## config.mk

```make
export PLATFORM = sky130hd
export DESIGN_NAME = aiglc_core
export DESIGN_NICKNAME = d
export VERILOG_FILES = /design/src/logic/aiglc_pkg.sv /design/src/logic/aiglc_core.sv /design/src/logic/aiglc_step_timer.sv
export SDC_FILE = /design/constraint.sdc
export NUM_CORES = 1
export LEC_CHECK = 0
export ABC_CLOCK_PERIOD_IN_PS = 15700
export BUFFER_PORTS_ARGS = -buffer_cell sky130_fd_sc_hd__buf_2
export CORE_ASPECT_RATIO = 1.4
export CORE_MARGIN = 2
export CORE_UTILIZATION = 30
export CTS_BUF_LIST = sky130_fd_sc_hd__clkbuf_16
export DETAILED_ROUTE_END_ITERATION = 10
export PLACE_DENSITY = 0.43
export SLEW_MARGIN = 20
export SYNTH_ARGS = -nofsm -noshare
export SYNTH_HDL_FRONTEND = slang
export SYNTH_SLANG_ARGS = --single-unit
```

## constraint.sdc

```tcl
create_clock -name aclk -period 15.7 [get_ports aclk]
set_input_delay 2.355 -clock aclk [delete_from_list [all_inputs] [get_ports aclk]]
set_output_delay 2.355 -clock aclk [all_outputs]
set_load 0.05 [all_outputs]
```

## src/logic/aiglc_pkg.sv

```systemverilog
// Purpose: Constants, register map and types for the input gain level control
// Assumes: 40 MHz aclk, AXI4-Lite register access, 16-bit signed audio samples
// Notes:   Register byte address is four times the register index

package aiglc_pkg;

    // ************************************************************
    // Clock and timing
    // ************************************************************
    localparam int CLK_MHZ     = 40;
    localparam int NORM_ATK_NS = 104000;
    localparam int NORM_DCY_NS = 410000;
    localparam int LIM_ATK_NS  = 22700;
    localparam int LIM_DCY_NS  = 90800;
    localparam int HOLD_NS     = 2665000;
    localparam int NORM_ATK_CYC = (NORM_ATK_NS * CLK_MHZ + 999) / 1000;
    localparam int NORM_DCY_CYC = (NORM_DCY_NS * CLK_MHZ + 999) / 1000;
    localparam int LIM_ATK_CYC  = (LIM_ATK_NS * CLK_MHZ + 999) / 1000;
    localparam int LIM_DCY_CYC  = (LIM_DCY_NS * CLK_MHZ + 999) / 1000;
    localparam int HOLD_CYC     = (HOLD_NS * CLK_MHZ + 999) / 1000;
    localparam int TMR_W        = 26;
    localparam logic [3:0] RATE_SAT = 4'hA;
    // 44.1 kHz family runs unit ticks at 147/160 of the clock
    localparam logic [7:0] SR_NUM = 8'h93;
    localparam logic [7:0] SR_DEN = 8'hA0;

    // ************************************************************
    // Register map (index, byte address)
    // ************************************************************
    localparam logic [7:0] IDX_SRATE = 8'h07;
    localparam logic [7:0] IDX_CTL1  = 8'h20;
    localparam logic [7:0] IDX_CTL2  = 8'h21;
    localparam logic [7:0] IDX_CTL3  = 8'h22;
    localparam logic [7:0] IDX_VOL   = 8'h2D;
    localparam logic [7:0] IDX_STAT  = 8'h2E;
    localparam logic [7:0] ADDR_SRATE = {IDX_SRATE[5:0], 2'h0};
    localparam logic [7:0] ADDR_CTL1  = {IDX_CTL1[5:0], 2'h0};
    localparam logic [7:0] ADDR_CTL2  = {IDX_CTL2[5:0], 2'h0};
    localparam logic [7:0] ADDR_CTL3  = {IDX_CTL3[5:0], 2'h0};
    localparam logic [7:0] ADDR_VOL   = {IDX_VOL[5:0], 2'h0};
    localparam logic [7:0] ADDR_STAT  = {IDX_STAT[5:0], 2'h0};

    // ************************************************************
    // Field positions and writable masks
    // ************************************************************
    localparam int FLOOR_LSB  = 0;
    localparam int CEIL_LSB   = 3;
    localparam int EN_BIT     = 8;
    localparam int TARGET_LSB = 0;
    localparam int HOLD_LSB   = 4;
    localparam int FALL_LSB   = 0;
    localparam int RISE_LSB   = 4;
    localparam int MODE_BIT   = 8;
    localparam int ST_START_LSB = 8;
    localparam int ST_ACT_BIT   = 16;
    localparam int ST_LIM_BIT   = 17;
    localparam int ST_HOLD_BIT  = 18;
    localparam int ST_ABOVE_BIT = 19;
    localparam logic [8:0] CTL1_MASK = 9'h13F;
    localparam logic [8:0] CTL2_MASK = 9'h0FF;
    localparam logic [8:0] CTL3_MASK = 9'h1FF;

    // ************************************************************
    // Reset values
    // ************************************************************
    localparam logic [8:0] RST_CTL1  = 9'h038;
    localparam logic [8:0] RST_CTL2  = 9'h00B;
    localparam logic [8:0] RST_CTL3  = 9'h032;
    localparam logic [2:0] RST_SRATE = 3'h0;
    localparam logic [5:0] RST_GAIN  = 6'h10;

    // ************************************************************
    // Gain scale and level thresholds
    // ************************************************************
    localparam int GAIN_W = 6;
    localparam logic [5:0] CEIL_OFFSET = 6'h07;
    localparam logic [15:0] LEVEL_THRESH [0:15] = '{
        16'h04D0, 16'h05B8, 16'h06CC, 16'h0814, 16'h0999, 16'h0B69, 16'h0D8F, 16'h101D,
        16'h1327, 16'h16C3, 16'h1B0E, 16'h2027, 16'h2637, 16'h2D6A, 16'h35FA, 16'h4026};
    localparam logic [1:0] RESP_OKAY   = 2'h0;
    localparam logic [1:0] RESP_SLVERR = 2'h2;

    typedef enum logic [2:0] {
        ST_OFF    = 3'b001,
        ST_NORMAL = 3'b010,
        ST_LIMIT  = 3'b100
    } aiglc_state_t;

endpackage : aiglc_pkg

```

## src/logic/aiglc_core.sv

```systemverilog
// Purpose: Automatic input gain level control and peak limiter with AXI4-Lite registers
// Assumes: sample_valid pulses once per audio sample with sample_data
// Notes:   amp_gain steps 0.75 dB per code, 0x00 is the lowest gain
`timescale 1ns/1ps
module aiglc_core
    import aiglc_pkg::*;
#(
    parameter int NORM_ATK_CYCLES = NORM_ATK_CYC,
    parameter int NORM_DCY_CYCLES = NORM_DCY_CYC,
    parameter int HOLD_CYCLES     = HOLD_CYC
)
(
    input  wire logic              aclk,
    input  wire logic              aresetn,
    input  wire logic [7:0]        s_axi_awaddr,
    input  wire logic [2:0]        s_axi_awprot,
    input  wire logic              s_axi_awvalid,
    output logic                   s_axi_awready,
    input  wire logic [31:0]       s_axi_wdata,
    input  wire logic [3:0]        s_axi_wstrb,
    input  wire logic              s_axi_wvalid,
    output logic                   s_axi_wready,
    output logic [1:0]             s_axi_bresp,
    output logic                   s_axi_bvalid,
    input  wire logic              s_axi_bready,
    input  wire logic [7:0]        s_axi_araddr,
    input  wire logic [2:0]        s_axi_arprot,
    input  wire logic              s_axi_arvalid,
    output logic                   s_axi_arready,
    output logic [31:0]            s_axi_rdata,
    output logic [1:0]             s_axi_rresp,
    output logic                   s_axi_rvalid,
    input  wire logic              s_axi_rready,
    input  wire logic signed [15:0] sample_data,
    input  wire logic              sample_valid,
    output logic [GAIN_W-1:0]      amp_gain
);

    // ************************************************************
    // Functions
    // ************************************************************

    // Byte-lane merge of a write into an old value
    function automatic logic [31:0] merge_bytes(input logic [31:0] old_v, input logic [31:0] new_v,
                                                 input logic [3:0] strb);
        logic [31:0] res;
        res = old_v;
        for (int i = 0; i < 4; i++) begin
            if (strb[i]) begin
                res[i*8 +: 8] = new_v[i*8 +: 8];
            end
        end
        return res;
    endfunction : merge_bytes

    // Per-step interval doubling per code, saturating
    function automatic logic [TMR_W-1:0] rate_interval(input int base, input logic [3:0] code);
        logic [3:0] c;
        c = (code > RATE_SAT) ? RATE_SAT : code;
        return TMR_W'(TMR_W'(base) << c);
    endfunction : rate_interval

    // ************************************************************
    // Register state
    // ************************************************************
    logic [8:0]        ctl1;
    logic [8:0]        ctl2;
    logic [8:0]        ctl3;
    logic [2:0]        sample_rate_select;
    logic [GAIN_W-1:0] start_gain;
    logic [15:0]       peak;
    logic              hold_ok;
    logic [7:0]        frac_acc;
    logic              unit_en;
    aiglc_state_t      state;
    aiglc_state_t      next_state;

    // Field views
    wire logic [2:0] gain_floor          = ctl1[FLOOR_LSB +: 3];
    wire logic [2:0] gain_ceiling        = ctl1[CEIL_LSB +: 3];
    wire logic       level_control_enable = ctl1[EN_BIT];
    wire logic [3:0] target_level        = ctl2[TARGET_LSB +: 4];
    wire logic [3:0] gain_hold_time      = ctl2[HOLD_LSB +: 4];
    wire logic [3:0] gain_fall_rate      = ctl3[FALL_LSB +: 4];
    wire logic [3:0] gain_rise_rate      = ctl3[RISE_LSB +: 4];
    wire logic       limiter_mode_select = ctl3[MODE_BIT];

    // ************************************************************
    // AXI4-Lite write channel
    // ************************************************************
    logic       aw_full;
    logic       w_full;
    logic [7:0] aw_addr_q;
    logic [31:0] w_data_q;
    logic [3:0]  w_strb_q;

    assign s_axi_awready = !aw_full && !s_axi_bvalid;
    assign s_axi_wready  = !w_full && !s_axi_bvalid;
    wire logic wr_fire   = aw_full && w_full && !s_axi_bvalid;
    wire logic wr_ctl1   = wr_fire && (aw_addr_q == ADDR_CTL1);
    wire logic wr_ctl2   = wr_fire && (aw_addr_q == ADDR_CTL2);
    wire logic wr_ctl3   = wr_fire && (aw_addr_q == ADDR_CTL3);
    wire logic wr_srate  = wr_fire && (aw_addr_q == ADDR_SRATE);
    wire logic wr_vol    = wr_fire && (aw_addr_q == ADDR_VOL);
    wire logic wr_hit    = wr_ctl1 || wr_ctl2 || wr_ctl3 || wr_srate || wr_vol;
    wire logic [31:0] wr_ctl1_v  = merge_bytes({23'h0, ctl1}, w_data_q, w_strb_q);
    wire logic [31:0] wr_ctl2_v  = merge_bytes({23'h0, ctl2}, w_data_q, w_strb_q);
    wire logic [31:0] wr_ctl3_v  = merge_bytes({23'h0, ctl3}, w_data_q, w_strb_q);
    wire logic [31:0] wr_srate_v = merge_bytes({29'h0, sample_rate_select}, w_data_q, w_strb_q);
    wire logic [31:0] wr_vol_v   = merge_bytes({26'h0, amp_gain}, w_data_q, w_strb_q);

    // Capture address and data in either order, answer after both
    always_ff @(posedge aclk) begin
        if (!aresetn) begin
            aw_full      <= 1'b0;
            w_full       <= 1'b0;
            aw_addr_q    <= 8'h00;
            w_data_q     <= 32'h0000_0000;
            w_strb_q     <= 4'h0;
            s_axi_bvalid <= 1'b0;
            s_axi_bresp  <= RESP_OKAY;
        end else begin
            if (s_axi_awvalid && s_axi_awready) begin
                aw_full   <= 1'b1;
                aw_addr_q <= s_axi_awaddr;
            end
            if (s_axi_wvalid && s_axi_wready) begin
                w_full   <= 1'b1;
                w_data_q <= s_axi_wdata;
                w_strb_q <= s_axi_wstrb;
            end
            if (wr_fire) begin
                aw_full      <= 1'b0;
                w_full       <= 1'b0;
                s_axi_bvalid <= 1'b1;
                s_axi_bresp  <= wr_hit ? RESP_OKAY : RESP_SLVERR;
            end else if (s_axi_bvalid && s_axi_bready) begin
                s_axi_bvalid <= 1'b0;
            end
        end
    end

    // Control registers
    always_ff @(posedge aclk) begin
        if (!aresetn) begin
            ctl1               <= RST_CTL1;
            ctl2               <= RST_CTL2;
            ctl3               <= RST_CTL3;
            sample_rate_select <= RST_SRATE;
        end else begin
            if (wr_ctl1) ctl1 <= wr_ctl1_v[8:0] & CTL1_MASK;
            if (wr_ctl2) ctl2 <= wr_ctl2_v[8:0] & CTL2_MASK;
            if (wr_ctl3) ctl3 <= wr_ctl3_v[8:0] & CTL3_MASK;
            if (wr_srate) sample_rate_select <= wr_srate_v[2:0];
        end
    end

    // ************************************************************
    // AXI4-Lite read channel
    // ************************************************************
    wire logic rd_fire = s_axi_arvalid && s_axi_arready;
    wire logic [31:0] status_word = {12'h000, !hold_ok, 1'b0, 1'b0, 1'b0, 16'h0000} & 32'h0;
    logic [31:0] rd_mux;
    logic        rd_hit;

    assign s_axi_arready = !s_axi_rvalid;

    // Read data select
    always_comb begin
        rd_mux = 32'h0000_0000;
        rd_hit = 1'b1;
        case (s_axi_araddr)
            ADDR_CTL1:  rd_mux = {23'h0, ctl1};
            ADDR_CTL2:  rd_mux = {23'h0, ctl2};
            ADDR_CTL3:  rd_mux = {23'h0, ctl3};
            ADDR_SRATE: rd_mux = {29'h0, sample_rate_select};
            ADDR_VOL:   rd_mux = {26'h0, amp_gain};
            ADDR_STAT: begin
                rd_mux               = status_word;
                rd_mux[GAIN_W-1:0]   = amp_gain;
                rd_mux[ST_START_LSB +: GAIN_W] = start_gain;
                rd_mux[ST_ACT_BIT]   = (state != ST_OFF);
                rd_mux[ST_LIM_BIT]   = (state == ST_LIMIT);
                rd_mux[ST_HOLD_BIT]  = !hold_ok;
                rd_mux[ST_ABOVE_BIT] = (peak > LEVEL_THRESH[target_level]);
            end
            default:    rd_hit = 1'b0;
        endcase
    end

    // Read answer one cycle after the address
    always_ff @(posedge aclk) begin
        if (!aresetn) begin
            s_axi_rvalid <= 1'b0;
            s_axi_rdata  <= 32'h0000_0000;
            s_axi_rresp  <= RESP_OKAY;
        end else if (rd_fire) begin
            s_axi_rvalid <= 1'b1;
            s_axi_rdata  <= rd_mux;
            s_axi_rresp  <= rd_hit ? RESP_OKAY : RESP_SLVERR;
        end else if (s_axi_rvalid && s_axi_rready) begin
            s_axi_rvalid <= 1'b0;
        end
    end

    // ************************************************************
    // Sample-rate scaled unit enable
    // ************************************************************
    wire logic       family_44k = (sample_rate_select == 3'h1) || (sample_rate_select == 3'h4) ||
                                  (sample_rate_select == 3'h6);
    wire logic [8:0] frac_sum   = {1'b0, frac_acc} + {1'b0, SR_NUM};
    wire logic       frac_wrap  = (frac_sum >= {1'b0, SR_DEN});

    // Fractional divider stretches all intervals for the 44.1 kHz family
    always_ff @(posedge aclk) begin
        if (!aresetn || !family_44k) begin
            frac_acc <= 8'h00;
            unit_en  <= aresetn;
        end else begin
            frac_acc <= frac_wrap ? 8'(frac_sum - {1'b0, SR_DEN}) : frac_sum[7:0];
            unit_en  <= frac_wrap;
        end
    end

    // ************************************************************
    // Loop mode control
    // ************************************************************
    wire logic loop_run = (state != ST_OFF);

    // Mode selection from enable and mode bits
    always_comb begin
        case (state)
            ST_OFF, ST_NORMAL, ST_LIMIT: begin
                if (!level_control_enable) next_state = ST_OFF;
                else if (limiter_mode_select) next_state = ST_LIMIT;
                else next_state = ST_NORMAL;
            end
            default: next_state = ST_OFF;
        endcase
    end

    // State and limiter starting level
    always_ff @(posedge aclk) begin
        if (!aresetn) begin
            state      <= ST_OFF;
            start_gain <= RST_GAIN;
        end else begin
            state <= next_state;
            if (next_state == ST_LIMIT && state != ST_LIMIT) begin
                start_gain <= amp_gain;
            end
        end
    end

    // ************************************************************
    // Peak detector
    // ************************************************************
    logic step_tick;
    logic hold_done;
    wire logic [15:0] sample_abs = sample_data[15] ? 16'(-sample_data) : sample_data;
    wire logic [15:0] thresh     = LEVEL_THRESH[target_level];
    wire logic        above      = (peak > thresh);

    // Largest magnitude since the last gain decision
    always_ff @(posedge aclk) begin
        if (!aresetn || !loop_run) begin
            peak <= 16'h0000;
        end else if (step_tick) begin
            peak <= sample_valid ? sample_abs : 16'h0000;
        end else if (sample_valid && sample_abs > peak) begin
            peak <= sample_abs;
        end
    end

    // ************************************************************
    // Step and hold timing
    // ************************************************************
    wire logic [TMR_W-1:0] atk_int = limiter_mode_select ? rate_interval(LIM_ATK_CYC, gain_fall_rate)
                                                         : rate_interval(NORM_ATK_CYCLES, gain_fall_rate);
    wire logic [TMR_W-1:0] dcy_int = limiter_mode_select ? rate_interval(LIM_DCY_CYC, gain_rise_rate)
                                                         : rate_interval(NORM_DCY_CYCLES, gain_rise_rate);
    wire logic [TMR_W-1:0] step_int = above ? atk_int : dcy_int;
    wire logic [3:0]       hold_m1  = (gain_hold_time > RATE_SAT) ? 4'h9 : 4'(gain_hold_time - 1'b1);
    wire logic [TMR_W-1:0] hold_int = rate_interval(HOLD_CYCLES, hold_m1);
    wire logic             hold_run = loop_run && !above && !hold_ok;

    aiglc_step_timer u_step_timer (
        .aclk    (aclk),
        .aresetn (aresetn),
        .run     (loop_run),
        .unit_en (unit_en),
        .limit   (step_int),
        .done    (step_tick)
    );

    aiglc_step_timer u_hold_timer (
        .aclk    (aclk),
        .aresetn (aresetn),
        .run     (hold_run),
        .unit_en (unit_en),
        .limit   (hold_int),
        .done    (hold_done)
    );

    // Hold must elapse below threshold before gain may rise
    always_ff @(posedge aclk) begin
        if (!aresetn || !loop_run || above) begin
            hold_ok <= 1'b0;
        end else if (gain_hold_time == 4'h0 || hold_done) begin
            hold_ok <= 1'b1;
        end
    end

    // ************************************************************
    // Gain update
    // ************************************************************
    wire logic [5:0] lo_lim  = {gain_floor, 3'h0};
    wire logic [5:0] hi_norm = {gain_ceiling, 3'h0} | CEIL_OFFSET;
    wire logic [5:0] hi_lim  = (state == ST_LIMIT && start_gain < hi_norm) ? start_gain : hi_norm;
    wire logic [5:0] gain_dn = (amp_gain != 6'h00) ? 6'(amp_gain - 1'b1) : amp_gain;
    wire logic [5:0] gain_up = (amp_gain != 6'h3F) ? 6'(amp_gain + 1'b1) : amp_gain;
    wire logic [5:0] gain_raw = above ? gain_dn : (hold_ok ? gain_up : amp_gain);
    wire logic [5:0] gain_hi  = (gain_raw > hi_lim) ? hi_lim : gain_raw;
    wire logic [5:0] next_gain = (gain_hi < lo_lim) ? lo_lim : gain_hi;

    // Loop steps gain; host writes only while the loop is off
    always_ff @(posedge aclk) begin
        if (!aresetn) begin
            amp_gain <= RST_GAIN;
        end else if (loop_run) begin
            if (step_tick) begin
                amp_gain <= next_gain;
            end
        end else if (wr_vol) begin
            amp_gain <= wr_vol_v[GAIN_W-1:0];
        end
    end // Otherwise held

endmodule : aiglc_core

```

## src/logic/aiglc_step_timer.sv

```systemverilog
// Purpose: Interval timer counting unit enables up to a limit
// Assumes: limit stable or changing only between intervals
// Notes:   done is a one-cycle registered pulse, timer restarts after it
`timescale 1ns/1ps
module aiglc_step_timer
    import aiglc_pkg::*;
(
    input  wire logic             aclk,
    input  wire logic             aresetn,
    input  wire logic             run,
    input  wire logic             unit_en,
    input  wire logic [TMR_W-1:0] limit,
    output logic                  done
);

    logic [TMR_W-1:0] count;
    wire logic [TMR_W-1:0] count_inc = TMR_W'(count + 1'b1);
    wire logic             reached   = (count_inc >= limit);

    // Count units, pulse and wrap at the limit
    always_ff @(posedge aclk) begin
        if (!aresetn || !run) begin
            count <= '0;
            done  <= 1'b0;
        end else begin
            done <= unit_en && reached;
            if (unit_en) begin
                count <= reached ? '0 : count_inc;
            end
        end
    end

endmodule : aiglc_step_timer

```

**After elaboration in Yosys (flattened, before gate mapping)**

Memories as Yosys holds them, arrays and structs flattened.
Index checks and enable logic that the tools add are counted.

- Register bits: 181
- Latch bits: 0
- Memory bits (writable): 0
- Memory bits (read-only): 256
- Output and inout bits: 47
- Memories: 1

Memories:

| name | depth | bits a word | read ports | clocked after memory_dff | write ports | RTL line | text |
|---|---|---|---|---|---|---|---|
| (name not given) | 16 | 16 | 1 | 0 | 0 | aiglc_core.sv:261 | `wire logic [15:0] thresh = LEVEL_THRESH[target_level];` |

- Add/sub/neg operators: 8
- Multiply operators: 0
- Divide/modulo/power cells: 0
- Magnitude comparators: 13
- Equality and inequality tests: 22
- Shifts and indexed selects: 5
- Mux-type cells: 39
- Bitwise logic cells: 2
- Reductions and logical operators: 59

Operator list:

| operator | count |
|---|---|
| $mux 26 | 5 |
| $pmux 20 s6 | 1 |
| $mux 16 | 6 |
| $eq 8x8->1 const B | 9 |
| $mux 6 | 11 |
| $add 26x1->26 const B | 2 |
| $ge 26x26->1 | 2 |
| $gt 16x16->1 | 2 |
| $shl 10x4->26 const A | 1 |
| $shl 12x4->26 const A | 1 |
| $shl 13x4->26 const A | 1 |
| $shl 15x4->26 const A | 1 |
| $shl 17x4->26 const A | 1 |
| $logic_and 1x1->1 | 21 |
| $eq 8x5->1 const B | 2 |
| $gt 4x4->1 const B | 4 |
| $mux 4 | 4 |
| $neg 16->16 | 1 |
| $eq 3x3->1 const B | 4 |
| $lt 6x6->1 | 2 |
| $reduce_and 2->1 | 6 |
| $logic_or 1x1->1 | 11 |
| $logic_not 1->1 | 10 |
| $reduce_bool 2->1 | 5 |
| other kinds (26) | 35 |

**Logic depth before layout (Yosys ltp)**

- Word-level depth: 12
- Depth in mapped cells: 27

**Cells and area by module**

Synthesis repeated with hierarchy kept, for this count alone.

- Cell total of the unflattened synthesis: 1733
- Area, all modules: 13254.0 µm²

By module, submodules not included:

| module | instances | cells each | area each (µm²) |
|---|---|---|---|
| aiglc_core | 1 | 1127 | 8534.4 |
| aiglc_step_timer | 2 | 303 | 2359.8 |

**Worst setup path before layout**

Ideal clock, no wire load.

- Path kind: register to register
- Start point: register ctl2[0]
- End point: register amp_gain[0]
- Arrival time: 5.312 ns
- Required time: 15.568 ns
- Setup slack: 10.256 ns
- Cell stages (with the launch flop): 26
- Period minus slack after synthesis: 5.444 ns
- Path through: dfxtp_1 > inv_1 > ha_1 > mux4_2 > inv_1 > ha_1 > a21oi_1 > o211a_1 > a211oi_2 > or3_1 > buf_2 > a21boi_0 > a211oi_1 > or2_2 > ha_1 > nor2b_1 > o21ai_0 > nand3b_1 > o211ai_1 > inv_1 > o21bai_1 > ha_1 > or2_2 > and3_1 > o41ai_2 > o31ai_1

- Longest elaborated chain between the ends: 12

RTL lines:

| what | RTL line | text |
|---|---|---|
| start: declaration | aiglc_core.sv:67 | `logic [8:0] ctl2;` |
| start signal: assignment | aiglc_core.sv:152 | `if (wr_ctl2) ctl2 <= wr_ctl2_v[8:0] & CTL2_MASK;` |
| $not 4->5 (not written as such) * | aiglc_core.sv:261 |  |
| $mem_v2 16x16 * | -- |  |
| $mux 16 (not written as such) * (2 in a row) | aiglc_core.sv:261 |  |
| $gt 16x16->1 * | aiglc_core.sv:262 | `wire logic above = (peak > thresh);` |
| $mux 6 * | aiglc_core.sv:322 | `wire logic [5:0] gain_raw = above ? gain_dn : (hold_ok ? gain_up : amp_gain);` |
| $gt 6x6->1 | aiglc_core.sv:323 | `wire logic [5:0] gain_hi = (gain_raw > hi_lim) ? hi_lim : gain_raw;` |
| $mux 6 * | aiglc_core.sv:323 |  |
| $lt 6x6->1 | aiglc_core.sv:324 | `wire logic [5:0] next_gain = (gain_hi < lo_lim) ? lo_lim : gain_hi;` |
| $mux 6 * | aiglc_core.sv:324 |  |
| $mux 6 * | aiglc_core.sv:331 | `if (step_tick) begin` |
| $mux 6 * | aiglc_core.sv:330 | `end else if (loop_run) begin` |
| end signal: assignment | aiglc_core.sv:332 | `amp_gain <= next_gain;` |
| end signal: assignment | aiglc_core.sv:335 | `amp_gain <= wr_vol_v[GAIN_W-1:0];` |
| end: declaration | aiglc_core.sv:36 | `output logic [GAIN_W-1:0] amp_gain` |

Every way passes the cells marked *; elsewhere a longest branch is shown, timed or not. The select of a mux whose other input is x is not followed.
A chain may end at the register's enable or synchronous reset.

**Worst setup path after layout**

Same ends and word-level chain as after synthesis.

==> run summary <==
Leak -> 5.53 nW
Period minus WS final -> 6.46 ns
GR Overflow Total -> 0
Post-CTS Resized -> 0
Initial core utilization -> 30.3%
Antenna viol nets, final -> 0
Post-synth EDFFs -> 0
MaxCap Viol Count -> 0
Status -> complete, no violations
CTS root buf -> clkbuf_16
Critical Path Max Stage Delay -> 0.63 ns
Hold_ws -> 0.467 ns
Area growth from synthesis to layout -> 10.7%
Xor/xnor cell area share of the yosys netlist -> 5.30%
Die X -> 178 um
Critical Path End Type -> flop
Async SR Flop Fraction -> 0%
IO Count -> 129
Hold Path Cell Cnt -> 2
Initial antenna violation count -> 0
Main flop type after synthesis -> dfxtp_1
Syn Inst Count -> 1635
First-pass GRT wire length -> 60.3 mm
Commonest cells after routing, fill and taps aside -> nand2_1, dfxtp_1, ha_1
Gpl congestion -> 0.842
Synth Area in Adders -> 11.7%
Final Max Tran Viols -> 0
Yosys warnings -> 0
Period utilisation layout -> 41.2%
Hpwl dp -> 28.9 mm
Crit path top cell by count -> ha_1
Mapped Area -> 0.0127 mm^2
DIE AREA -> 0.0441 mm^2
Setup Crit Path Kind -> flop to flop
Average wire per standard cell -> 17.1 um
FF+latch count, synth -> 165
Hold/Removal Path Class -> flop to flop
Seq/Total Area, Yosys -> 26.0%
Register-to-Register Path Depth -> 25
Number of remaining DRC errors -> 0
Mux share of post-synthesis cell area -> 5.69%
Peak VDD IR -> 0.0788 mV
Pwr dens -> 66.4 mW/mm^2
H-tree depth -> 4
Critical path's slowest cell -> dfxtp_1
Routed vias -> 11500
R2R setup slack -> 9.24 ns
Slew headroom -> 24.0%
Starting DRT DRC Count -> 458
Vias in the first global route -> 11100
Crit path max fanout -> 11
Clock latency on the worst-skew pair -> 0.47 ns
Worst-Margin Slew -> 1.13 ns
Syn Area/Cell -> 7.78 um^2
Pre-antenna DRT Iters -> 5
Commonest non-fill, non-tap cell in the layout -> nand2_1
Min-Delay Endpoint -> aw_addr_q[6]$_SDFFE_PN0P_
Post-CTS Setup Repair Bufs -> 0
Source of the worst register-to-register timing path -> ctl2[0]$_SDFFE_PN1P_
Post-CTS Hold Fix Bufs -> 0
CTS Sinks -> 165
Layout cells sized above 1 -> 9.23%
# port buffers -> 81
CTS tree -> built
Area of the core -> 0.0420 mm^2
Worst-path clk slew -> 0.07 ns
Total Routing Usage GR -> 17.5%
Final Hold Vio Count -> 0
Nets -> 1856
Max clock buf depth -> 2
CTS buffer count -> 17
Routed WL -> 37.9 mm
Vias per cell -> 5.20
RSZ-0062 raised after global routing -> no
Pin count of the biggest net entering global routing -> 87
Largest family of logic cells by synthesized area -> simple AND/OR/NAND/NOR gates
Simple-Gate Fraction of Synth Area -> 26.3%
Post-synthesis compound-gate area fraction -> 19.3%
Die Span Y -> 248 um
N_diodes -> 0
Crit path DAT -> 6.79 ns
Fmax achieved -> 155 MHz
Fin Setup TNS -> 0 ns
Rows -> 89
Post-synthesis cell type count -> 77
Worst EP required -> 16.03 ns
Crit start category -> flop
Hold wc startpoint -> aw_addr_q[6]$_SDFFE_PN0P_
Number of setup violations in the final report -> 0
Clock Skew -> 0.0188 ns
Worst R2R End -> amp_gain[0]$_SDFFE_PN0P_
## worst max-delay path: cells and delay by family, from the launching register on
kind            cells  cell delay (ns)
simple gates        9             1.82
flops               1             0.63
fa+ha+maj           4             1.38
buf+inv             2             0.53
compound gates     10             1.97
## layout make-up
class | count | area, um^2
clock buffer | 17 | 425
clock inverter | 15 | 140
fill | 4476 | 27900
inverter | 66 | 248
multi-input combinational | 1311 | 8780
sequential | 165 | 3300
tap | 546 | 683
timing repair buffer | 94 | 503
## worst max path at each step
stage | slack, ns | cells after the start | to | from
3_5_place_dp | 9.28 | 25 | amp_gain[0]$_SDFFE_PN0P_ | ctl2[0]$_SDFFE_PN1P_
3_3_place_gp | 9.29 | 25 | amp_gain[0]$_SDFFE_PN0P_ | ctl2[0]$_SDFFE_PN1P_
6_report | 9.24 | 25 | amp_gain[0]$_SDFFE_PN0P_ | ctl2[0]$_SDFFE_PN1P_
4_1_cts | 9.26 | 25 | amp_gain[0]$_SDFFE_PN0P_ | ctl2[0]$_SDFFE_PN1P_
5_1_grt | 8.86 | 25 | amp_gain[1]$_SDFFE_PN0P_ | ctl2[0]$_SDFFE_PN1P_
2_1_floorplan | 10.26 | 25 | amp_gain[0]$_SDFFE_PN0P_ | ctl2[0]$_SDFFE_PN1P_
## routing by layer
metal	global-route usage [%]	wire [um]	vias up	part of all wire [%]
li1	-	-	5850	-
met1	20.4	16200	5404	43
met2	31.8	19400	215	51
met3	2.96	1400	46	3.7
met4	6.12	941	0	2.5
met5	0	0	-	0
## power by group
part	switching (mW)	internal [mW]
logic	0.0509	0.0264
clock network	0.203	0.222
registers	0.00921	0.424
total	0.263	0.672
## logic make-up after synthesis
kind of cell	Yosys count
and+or+nand+nor	653
AOI/OAI and AO/OA	378
buffers and inverters	174
DFF	165
adders and majority gates	119
xor gates and xnor gates	77
muxes	67
other	2
## stage by stage
step / total power [mW] / instance area (um^2) / setup slack, ns / instances / util [%]
after floorplan: 0.498 / 12800 / 10.26 / 1650 / -
after global placement: 0.521 / 13500 / 9.29 / 2182 / 32.2
after detailed placement: 0.521 / 13500 / 9.28 / 2182 / 32.2
after CTS: 0.951 / 14100 / 9.26 / 2214 / 33.5
after global routing: 0.974 / 14100 / 8.86 / 2214 / 33.5
final: 0.935 / 14100 / 9.24 / 2214 / 33.5
## flip-flops by register name (all words and copies together) (netlist names), 2 cells and up
register and count:
sample_rate_select 3, s_axi_rdata 18, u_hold_timer.count 26, u_step_timer.count 26
ctl1 7, aw_addr_q 8, state 3, ctl2 8
frac_acc 8, start_gain 6, ctl3 9, peak 16
amp_gain 6, w_strb_q 2, w_data_q 9
## synth_stat cells, types with 9 or more instances
cell type | number | area (um^2)
a21boi_0 | 27 | 203
a21o_1 | 18 | 135
a21oi_1 | 106 | 531
a22oi_1 | 21 | 158
a31oi_1 | 26 | 163
and2_1 | 13 | 81.3
and3_1 | 15 | 93.8
buf_1 | 9 | 33.8
buf_4 | 16 | 120
clkbuf_1 | 78 | 293
dfxtp_1 | 165 | 3300
ha_1 | 119 | 1490
inv_1 | 66 | 248
mux2i_1 | 61 | 611
nand2_1 | 193 | 724
nand2b_1 | 63 | 394
nand3_1 | 86 | 430
nand3b_1 | 16 | 120
nand4_1 | 29 | 181
nand4b_1 | 13 | 114
nor2_1 | 94 | 353
nor2b_1 | 49 | 307
nor3_1 | 32 | 160
o211ai_1 | 15 | 113
o21ai_0 | 75 | 375
o31ai_1 | 12 | 90.1
or3_1 | 12 | 75.1
xnor2_1 | 57 | 499
xor2_1 | 20 | 175
No activity file was read; power rests on OpenSTA's default activity.
